[src/fllsd_defs.vh]
// constants of the frequency locked loop speed discriminator
`ifndef FLLSD_DEFS_VH
`define FLLSD_DEFS_VH

// speed select encodings
`define FLLSD_SPD_LOW       2'h0
`define FLLSD_SPD_MID       2'h1
`define FLLSD_SPD_HIGH      2'h2

// discriminator counts in reference clock periods
`define FLLSD_CNT_HIGH      13'h056C
`define FLLSD_CNT_MID       13'h0342
`define FLLSD_CNT_LOW       13'h0682

// index timing in 10 MHz clock cycles, sized for the 16 bit counters
`define FLLSD_IDX_LOW_CYC   16'h4E20        // 20000 cycles, 2.0 ms
`define FLLSD_IDX_HIGH_CYC  16'h411A        // 16666 cycles, low delay / 1.2
`define FLLSD_IDX_MID_CYC   16'h2710        // 10000 cycles, 1.0 ms
`define FLLSD_IDX_PW_CYC    16'h5398        // 21400 cycles, 2.14 ms

`endif

[src/fllsd_top.v]
// speed discriminator, standby control and index delay of a spindle servo
`timescale 1ns/100ps
`include "fllsd_defs.vh"

module fllsd_top #(
    parameter [15:0] P_IDX_LOW_CYC  = `FLLSD_IDX_LOW_CYC,
    parameter [15:0] P_IDX_HIGH_CYC = `FLLSD_IDX_HIGH_CYC,
    parameter [15:0] P_IDX_MID_CYC  = `FLLSD_IDX_MID_CYC,
    parameter [15:0] P_IDX_PW_CYC   = `FLLSD_IDX_PW_CYC
) (
    // clock and reset
    input  wire       i_core_clk,
    input  wire       i_rst_b,
    // control inputs
    input  wire [1:0] i_speed_select_input,
    input  wire       i_run_standby_input,
    // sensor inputs
    input  wire       i_tachometer_pulse_signal,
    input  wire       i_index_sense,
    // speed error, three-state style
    output reg        o_speed_error_output,
    output reg        o_speed_error_oe,
    // hall bias, reference clock and index pulse
    output reg        o_hall_bias_on,
    output reg        o_ref_clk,
    output reg        o_index_delay_output
);

    // discriminator states: waiting for the first edge, then measuring
    localparam S_WAIT = 1'b0;
    localparam S_MEAS = 1'b1;

    // discriminator state and counters
    reg        state;
    reg [12:0] period_cnt;
    reg [12:0] decel_rem;
    // index delay and pulse counters
    reg [15:0] dly_cnt;
    reg [15:0] pw_cnt;
    // speed dependent selections and next values
    reg [12:0] disc_count;
    reg [15:0] idx_delay;
    reg        next_err_out;
    reg        next_err_oe;

    // control decode and compare against twice the count
    wire        standby   = i_run_standby_input;
    wire        ref_tick  = o_ref_clk;                       // one step per two clocks
    wire        tach_edge;                                   // tach rising edge
    wire        idx_cross;                                   // index zero crossing
    wire [12:0] target    = {disc_count[11:0], 1'b0};        // twice the count
    wire        too_slow  = (state == S_MEAS) && (period_cnt >= target);

    // rising edges of the tach pattern
    fllsd_edge #(
        .P_BOTH (0)
    ) fllsd_edge_tach_inst (
        .i_core_clk (i_core_clk),
        .i_level    (i_tachometer_pulse_signal),
        .o_edge     (tach_edge)
    );

    // both edges of the index comparator are zero crossings
    fllsd_edge #(
        .P_BOTH (1)
    ) fllsd_edge_index_inst (
        .i_core_clk (i_core_clk),
        .i_level    (i_index_sense),
        .o_edge     (idx_cross)
    );

    // count and index delay chosen by speed select
    always @* begin
        case (i_speed_select_input)
            `FLLSD_SPD_HIGH: begin
                disc_count = `FLLSD_CNT_HIGH;
                idx_delay  = P_IDX_HIGH_CYC;
            end
            `FLLSD_SPD_MID: begin
                disc_count = `FLLSD_CNT_MID;
                idx_delay  = P_IDX_MID_CYC;
            end
            `FLLSD_SPD_LOW: begin
                disc_count = `FLLSD_CNT_LOW;
                idx_delay  = P_IDX_LOW_CYC;
            end
            // code 3 is treated as high
            default: begin
                disc_count = `FLLSD_CNT_HIGH;
                idx_delay  = P_IDX_HIGH_CYC;
            end
        endcase
    end

    // divide the oscillator by two
    always @(posedge i_core_clk) begin
        if (!i_rst_b || standby) begin
            o_ref_clk <= 1'b0;
        end else begin
            o_ref_clk <= ~o_ref_clk;
        end
    end

    // hall bias follows run/standby
    always @(posedge i_core_clk) begin
        if (!i_rst_b) begin
            o_hall_bias_on <= 1'b0;
        end else begin
            o_hall_bias_on <= ~standby;
        end
    end

    // tach period measurement and deceleration remainder
    always @(posedge i_core_clk) begin
        if (!i_rst_b || standby) begin
            state      <= S_WAIT;
            period_cnt <= 13'h0000;
            decel_rem  <= 13'h0000;
        end else begin
            case (state)
                S_WAIT: begin
                    if (tach_edge) begin
                        state      <= S_MEAS;
                        period_cnt <= 13'h0000;
                    end
                end
                S_MEAS: begin
                    if (tach_edge) begin
                        period_cnt <= 13'h0000;
                        if (period_cnt < target) begin
                            decel_rem <= target - period_cnt;
                        end else begin
                            decel_rem <= 13'h0000;
                        end
                    end else begin
                        if (ref_tick && !too_slow) begin
                            period_cnt <= period_cnt + 13'h0001;
                        end
                        if (ref_tick && decel_rem != 13'h0000) begin
                            decel_rem <= decel_rem - 13'h0001;
                        end
                    end
                end
                default: begin
                    state <= S_WAIT;
                end
            endcase
        end
    end

    // error drive: high accelerates, low decelerates, released otherwise
    always @* begin
        next_err_out = 1'b0;
        next_err_oe  = 1'b0;
        if (standby) begin
            next_err_oe = 1'b0;
        end else if (too_slow) begin
            next_err_out = 1'b1;
            next_err_oe  = 1'b1;
        end else if (decel_rem != 13'h0000) begin
            next_err_out = 1'b0;
            next_err_oe  = 1'b1;
        end
    end

    // register the error drive and its enable
    always @(posedge i_core_clk) begin
        if (!i_rst_b) begin
            o_speed_error_output <= 1'b0;
            o_speed_error_oe     <= 1'b0;
        end else begin
            o_speed_error_output <= next_err_out;
            o_speed_error_oe     <= next_err_oe;
        end
    end

    // index delay then output pulse; a new crossing restarts the delay
    always @(posedge i_core_clk) begin
        if (!i_rst_b || standby) begin
            dly_cnt              <= 16'h0000;
            pw_cnt               <= 16'h0000;
            o_index_delay_output <= 1'b0;
        end else begin
            if (idx_cross) begin
                dly_cnt <= idx_delay;
            end else if (dly_cnt != 16'h0000) begin
                dly_cnt <= dly_cnt - 16'h0001;
            end
            // delay expiry loads the pulse width; a crossing wins over expiry
            if (!idx_cross && dly_cnt == 16'h0001) begin
                pw_cnt <= P_IDX_PW_CYC;
            end else if (pw_cnt != 16'h0000) begin
                pw_cnt <= pw_cnt - 16'h0001;
            end
            o_index_delay_output <= (pw_cnt != 16'h0000);
        end
    end

endmodule

// sampled copy of a pin and its edge flag
module fllsd_edge #(
    parameter P_BOTH = 0
) (
    // clock
    input  wire i_core_clk,
    // sampled pin level
    input  wire i_level,
    // edge flag, rising only or both edges
    output wire o_edge
);

    reg level_d;

    // previous sample tracks the pin through reset and standby, so no false edge
    always @(posedge i_core_clk) begin
        level_d <= i_level;
    end

    // rising edge, or any change when both edges count
    assign o_edge = (P_BOTH != 0) ? (i_level ^ level_d) : (i_level & ~level_d);

endmodule

[config.mk]
export PLATFORM = sky130hd
export DESIGN_NAME = fllsd_top
export DESIGN_NICKNAME = d
export VERILOG_FILES = /design/src/fllsd_top.v
export VERILOG_INCLUDE_DIRS = /design/src
export SDC_FILE = /design/constraint.sdc
export NUM_CORES = 1
export LEC_CHECK = 0
export ABC_AREA = 1
export BUFFER_PORTS_ARGS = -buffer_cell sky130_fd_sc_hd__buf_2
export CAP_MARGIN = 20
export CELL_PAD_IN_SITES_DETAIL_PLACEMENT = 0
export CELL_PAD_IN_SITES_GLOBAL_PLACEMENT = 1
export CORE_AREA = 2 2 127 129
export DETAILED_ROUTE_END_ITERATION = 12
export DIE_AREA = 0 0 129 131
export PLACE_DENSITY_LB_ADDON = 0.08
export SYNTH_ARGS = -nofsm -noshare
export SYNTH_HDL_FRONTEND = slang
export SYNTH_SLANG_ARGS = --single-unit
[constraint.sdc]
create_clock -name i_core_clk -period 1.7 [get_ports i_core_clk]
set_input_delay 0.085 -clock i_core_clk [delete_from_list [all_inputs] [get_ports i_core_clk]]
set_output_delay 0.085 -clock i_core_clk [all_outputs]
set_load 0.005 [all_outputs]
# Word-level counts from Yosys, hierarchy flattened
# Cells that the tools add are included.
[totals] regBits=66 inputBits=7 elab_cells=68
[op_classes] addsub=5 magnitude_cmp=2 n_eq_ne=4 n_mux=18 bitwise_logic=7 n_reduce_logical=19
[ops] op="two-way mux 13 bit" n=6
[ops] op="two-way mux 16 bit" n=2
[ops] op="nonzero test 16 bit" n=2
[ops] op="subtractor 16 x 1 -> 16 bit (second input constant)" n=2
[ops] op="two-way mux 15 bit" n=2
[ops] op="one-hot mux 15 bit (2 select lines)" n=1
[ops] op="one-hot mux 13 bit (2 select lines)" n=1
[ops] op="one-hot mux 11 bit (2 select lines)" n=1
[ops] op="== test 16 x 1 -> 1 bit (second input constant)" n=1
[ops] op="adder 13 x 1 -> 13 bit (second input constant)" n=1
[ops] op=">= comparator 13 bit" n=1
[ops] op="< comparator 13 bit" n=1
[ops] op="nonzero test 13 bit" n=1
[ops] op="subtractor 13 x 1 -> 13 bit (second input constant)" n=1
[ops] op="subtractor 13 bit" n=1
[ops] op="nonzero test 2 bit" n=3
[ops] op="two-way mux 1 bit" n=5
[ops] op="NOT 1 bit" n=5
[ops] op="logical AND 1 bit" n=4
[ops] op="AND reduction 2 bit" n=2
[ops] op="OR reduction 2 bit" n=2
[ops] op="zero test 1 bit" n=3
[ops] op="inequality test 3 x 1 -> 1 bit (second input constant)" n=1
[ops] op="== test 2 x 1 -> 1 bit (second input constant)" n=1
[ops] op="other kinds (5)" n=5

# Depth between registers and ports, before layout
[logic_depth] word_depth=9 ltp_mapped=14 depth_no_buf=14

# Cells and area by module
# Synthesis repeated with hierarchy kept, for this count alone.
[unflattened] hier_cells=736 area_unflattened_um2=4647.0
[modules_own_cells] mod="fllsd_top" n_inst=1 cells_per_inst=727 area_each_um2=4578.1
[modules_own_cells] mod="fllsd_edge at fllsd_edge_index_inst" n_inst=1 cells_per_inst=6 area_each_um2=38.8
[modules_own_cells] mod="fllsd_edge at fllsd_edge_tach_inst" n_inst=1 cells_per_inst=3 area_each_um2=30.0

# Worst setup path before layout
# Ideal clock, no wire load.
[synth_timing] kind="flip-flop to flip-flop" from="register period_cnt[8]" to="register decel_rem[9]" t_arrival_ns=1.700 required_ns=1.585 setup_slack_ns=-0.115 stages_incl_launch_ff=11 n_path_buf=0 period_less_slack_ns=1.815 cell_sequence="dfxtp_1 -> inv_1 -> ha_1 -> a21oi_1 -> o21ai_0 -> a21oi_1 -> nand2_1 -> nand2_1 -> nor2_1 -> nor2_1 -> nor2_1"
[synth_between] elab_chain_len=3
[synth_rtl] element="from (decl)" line_no="fllsd_top.v:35" text="reg [12:0] period_cnt;"
[synth_rtl] element="from (signal assigned)" line_no="fllsd_top.v:137" text="period_cnt <= period_cnt + 13'h0001;"
[synth_rtl] element="subtractor 13 bit / < comparator 13 bit (equally long branches)" line_no="fllsd_top.v:131, fllsd_top.v:130"
[synth_rtl] element="two-way mux 13 bit *" line_no="fllsd_top.v:130" text="if (period_cnt < target) begin"
[synth_rtl] element="two-way mux 13 bit *" line_no="fllsd_top.v:128" text="if (tach_edge) begin"
[synth_rtl] element="to (signal assigned)" line_no="fllsd_top.v:131" text="decel_rem <= target - period_cnt;"
[synth_rtl] element="to (signal assigned)" line_no="fllsd_top.v:140" text="decel_rem <= decel_rem - 13'h0001;"
[synth_rtl] element="to (decl)" line_no="fllsd_top.v:36" text="reg [12:0] decel_rem;"
# Every way passes the cells marked *; elsewhere a longest branch is shown, timed or not.
# A chain may end at the register's enable or synchronous reset.

# Final worst setup path
[layout_timing] from="register period_cnt[7]" to="register period_cnt[8]"
[layout_between] elab_chain_len=6
[layout_rtl] element=">= comparator 13 bit" line_no="fllsd_top.v:52" text="wire too_slow = (state == S_MEAS) && (period_cnt >= target);"
[layout_rtl] element="logical AND 1 bit" line_no="fllsd_top.v:52"
[layout_rtl] element="zero test 1 bit" line_no="fllsd_top.v:136" text="if (ref_tick && !too_slow) begin"
[layout_rtl] element="logical AND 1 bit" line_no="fllsd_top.v:136"
[layout_rtl] element="inequality test 3 x 1 -> 1 bit (no line)"
[layout_rtl] element="AND reduction 2 bit (no line)"
# Several ways; a longest one is shown, not always the timed one. The select of a mux whose other input is x is not followed.

==> summary.txt <==
Setup path
  • Critical Path Sink: period_cnt[8]
  • Reg2reg start: period_cnt[7]
  • CP Launch Point: period_cnt[7]
  • Critical R2R Capture: period_cnt[8]
  • Startpoint types: register
  • Arr. time, crit path: about 2100 ps
  • CP max FO: 8
  • Setup crit end kind: register
  • Reg2reg path depth: 10
  • Internal reg-to-reg setup slack: -110 ps
  • Worst Path Required: 1980 ps
  • Critical path type: register to register

Yosys
  • Cell area after synthesis: 4550 µm²
  • Post-Synthesis Cells: 714
  • Syn Area/Cell: 6.38 µm²
  • Synthesized Nets: 746
  • Warnings, synthesis: 0
  • Synth cell types: 40
  • Sequential share of the synthesized area: 29.0%
  • Synthesized flop and latch total: 66

GRT
  • Initial antenna violation count: 0
  • First-pass GRT wire length: 24.1 mm
  • Total GRT Usage: 18.5%
  • Vias in the first global route: 4724
  • Overflow after GRT: 0
  • Pin count of the biggest net entering global routing: 29

Placement
  • PortBufs: 11
  • Pre-CTS setup slack: -308 ps
  • Placed cells: slightly above 1000
  • RePlAce Congestion: 0.858
  • Placed cell area: ~5600 µm²
  • DP Wirelength: 11.3 mm

STA
  • Rel. slew slack: 66.9%
  • Worst Skew: ~9.0 ps
  • Sum Neg Setup Slack: -1750 ps
  • Post-layout minimum cycle time: approximately 1800 ps
  • Least-Margin Pin Slew: 495 ps
  • Period Utilization, post-route: 107%
  • RSZ-0062 raised after global routing: yes
  • Final Hold Fails: 0
  • FMAX: 0.551 GHz
  • Setup WS post-layout: -114 ps
  • Slew Viols, Final: 0
  • Final setup viols: 25

Cells and area
  • Fin area: 6490 µm²
  • Share of layout cells above drive strength 1: 33.4%
  • Layout area overhead: 42.4%
  • Finished Layout Cells: 1046
  • Fin nets: 857
  • Diode count: 0

Power and ir drop
  • Clock network fraction of total power: a little under a third
  • Seq pwr share: 27.9%
  • Switching Power: 0.00255 W
  • Internal Pwr Total: approximately 0.0043 W
  • Peak supply drop: 1.00 mV
  • P_leak: between 2 and 3 nW
  • Switch share: 37.4%
  • Power, Total: about 0.007 W
  • Ratio of total power to cell area: ~1000 nW/µm²
  • Combinational share of power: between 40% and 50%

Worst hold path
  • Hold Path Class: input port to register

Clocking
  • Clock Pin Slew Worst Setup and Hold Paths: ~60 ps
  • TritonCTS clock tree: yes
  • Clock sinks: between 60 and 70
  • CTS Root Cell: clkbuf_16
  • Htree depth: 3
  • Max clock buf depth: 2
  • CTS buffer count: 9
  • Clock latency at the later pin of the worst-skew pair: between 300 and 400 ps

Floorplan
  • Die X: 129 µm
  • I/O pin count: 12
  • # rows: 46
  • Die area: roughly 17000 µm²
  • Initial Util: about 30%
  • Die Y: 131 µm
  • Core ar.: 15600 µm²

Run status
  • Status: finished with violations
  • Failing checks: negative setup slack

Job
  • Max-cap violations: 0

Routing
  • DRC violations left: 0
  • 1st-iter DRT viols: 230
  • Final WL: 14.9 mm
  • Vias: 4881
  • Pre-antenna DRT Iters: 4
  • Routed length per instance: 14.2 µm
  • Number of routed nets with antenna violations: 0
  • Via-to-Cell Ratio: 4.67
[layout make-up]
cell class | instances | area (µm²)
fillers | 1661 | 9110
multi-input cells | 544 | 3330
flip-flops and latches | 66 | 1330
repair buffers | 115 | 887
inverters | 89 | 344
well taps | 216 | 270
clock buffers | 10 | 239
clock inverters | 6 | 88.8
[registers in the layout (all words and copies together) (netlist names)]
signal / count
decel_rem: 13
dly_cnt: 16
fllsd_edge_index_inst.level_d: 1
fllsd_edge_tach_inst.level_d: 1
o_hall_bias_on: 1
o_index_delay_output: 1
o_ref_clk: 1
o_speed_error_oe: 1
o_speed_error_output: 1
period_cnt: 13
pw_cnt: 16
state: 1
[through the flow]
step	util (%)	hold WS, ps
floorplan	-	113
global placement	35.8	205
detailed placement	35.8	210
CTS	40.0	178
global route	41.6	210
finish	41.6	182
[layout by cell type (no fill, tap or decap), drive strengths merged]
| cell type | count |
|---|---|
| a21boi | 2 |
| o21ai | 28 |
| o211ai | 1 |
| dlygate4sd3 | 2 |
| nand3 | 55 |
| nor4 | 5 |
| ha | 25 |
| nor3b | 1 |
| buf | 113 |
| a21o | 1 |
| dfxtp | 66 |
| a21oi | 66 |
| inv | 90 |
| clkinvlp | 2 |
| or2 | 9 |
| bufinv | 2 |
| xnor2 | 6 |
| a211oi | 4 |
| xor2 | 16 |
| nor3 | 17 |
| nor2 | 111 |
| a22oi | 1 |
| nand2 | 169 |
| o21a | 2 |
| nand4 | 14 |
| clkbuf | 10 |
| o21bai | 4 |
| and2 | 2 |
| a31oi | 2 |
| clkinv | 1 |
| nand3b | 3 |
[kinds of logic (layout without fill, tap and decap cells)]
logic type	count (synthesis)	in the layout	share of synthesized area (%)
flip-flops	66	66	29.0
AO/OA/AOI/OAI	110	111	13.5
XOR/XNOR	22	22	4.23
AND/OR/NAND/NOR	386	386	37.1
adder cells (fa/ha/maj)	25	25	6.87
buffers and inverters	105	220	9.29
[repair_timing]
item | CTS | global route
endpoints found under the setup margin | 28 | 36
endpoints found under the hold margin | 2 | 0
pin swaps | 23 | 34
gates cloned | 1 | 0
hold buffers | 2 | 0
buffers inserted | 10 | 3
resized for setup | 69 | 66
[routing by layer]
| layer | track usage [%] | wire length (µm) | up-vias | part of all wire (%) |
|---|---|---|---|---|
| met5 | 0 | 0 | - | 0 |
| met4 | 7.54 | 351 | 0 | 2.4 |
| met3 | 2.97 | 361 | 19 | 2.4 |
| met2 | 30.7 | 6890 | 64 | 46 |
| met1 | 24.1 | 7260 | 2263 | 49 |
| li1 | - | - | 2535 | - |
[worst min-delay path by stage]
stage / from / end / slack [ps] / cells past startpoint
floorplan: i_index_sense / fllsd_edge_index_inst.level_d / 110 / 0
global placement: i_tachometer_pulse_signal / fllsd_edge_tach_inst.level_d / 210 / 1
detailed placement: i_tachometer_pulse_signal / fllsd_edge_tach_inst.level_d / 210 / 1
CTS: i_run_standby_input / o_hall_bias_on / 180 / 3
global route: i_run_standby_input / o_hall_bias_on / 210 / 3
finish: i_run_standby_input / o_hall_bias_on / 180 / 3
[critical path, stage by stage (launching register included)]
cell and delay [ps]:
dfxtp_2 320, buf_4 150, ha_1 210, a21oi_2 180
nand2_2 90, a21oi_4 180, nand4_4 160, nand2_4 120
buf_8 140, nand2_2 50, a21oi_2 130
[power by group through the flow]
stage | Combinational, W | Sequential [W] | Clock (W)
2_1_floorplan | 0.00204 | 0.00189 | 0
3_3_place_gp | 0.00270 | 0.00193 | 0
3_5_place_dp | 0.00268 | 0.00192 | 0
4_1_cts | 0.00278 | 0.00190 | 0.00216
5_1_grt | 0.00321 | 0.00193 | 0.00222
6_report | 0.00281 | 0.00190 | 0.00210
[cells in the mapped netlist]
cell | count | area (µm²)
a211oi_1 | 4 | 30.0
a21boi_0 | 2 | 15.0
a21o_1 | 1 | 7.51
a21oi_1 | 63 | 315
a21oi_2 | 1 | 8.76
a21oi_4 | 1 | 16.3
a22oi_1 | 1 | 7.51
a31oi_1 | 2 | 12.5
and2_1 | 2 | 12.5
buf_2 | 3 | 15.0
buf_4 | 2 | 15.0
buf_6 | 2 | 22.5
clkbuf_1 | 9 | 33.8
dfxtp_1 | 66 | 1320
ha_1 | 25 | 313
inv_1 | 82 | 308
inv_2 | 6 | 22.5
inv_4 | 1 | 6.26
nand2_1 | 163 | 612
nand2_2 | 6 | 37.5
nand3_1 | 55 | 275
nand3b_1 | 3 | 22.5
nand4_1 | 12 | 75.1
nand4_2 | 2 | 25.0
nor2_1 | 105 | 394
nor2_2 | 5 | 31.3
nor2_4 | 1 | 11.3
nor3_1 | 16 | 80.1
nor3_4 | 1 | 16.3
nor3b_1 | 1 | 7.51
nor4_1 | 5 | 31.3
o211ai_1 | 1 | 7.51
o21a_1 | 2 | 15.0
o21ai_0 | 13 | 65.1
o21ai_1 | 14 | 70.1
o21ai_4 | 1 | 16.3
o21bai_1 | 4 | 30.0
or2_2 | 9 | 56.3
xnor2_1 | 6 | 52.6
xor2_1 | 16 | 140
No activity file was read; power rests on OpenSTA's default activity.
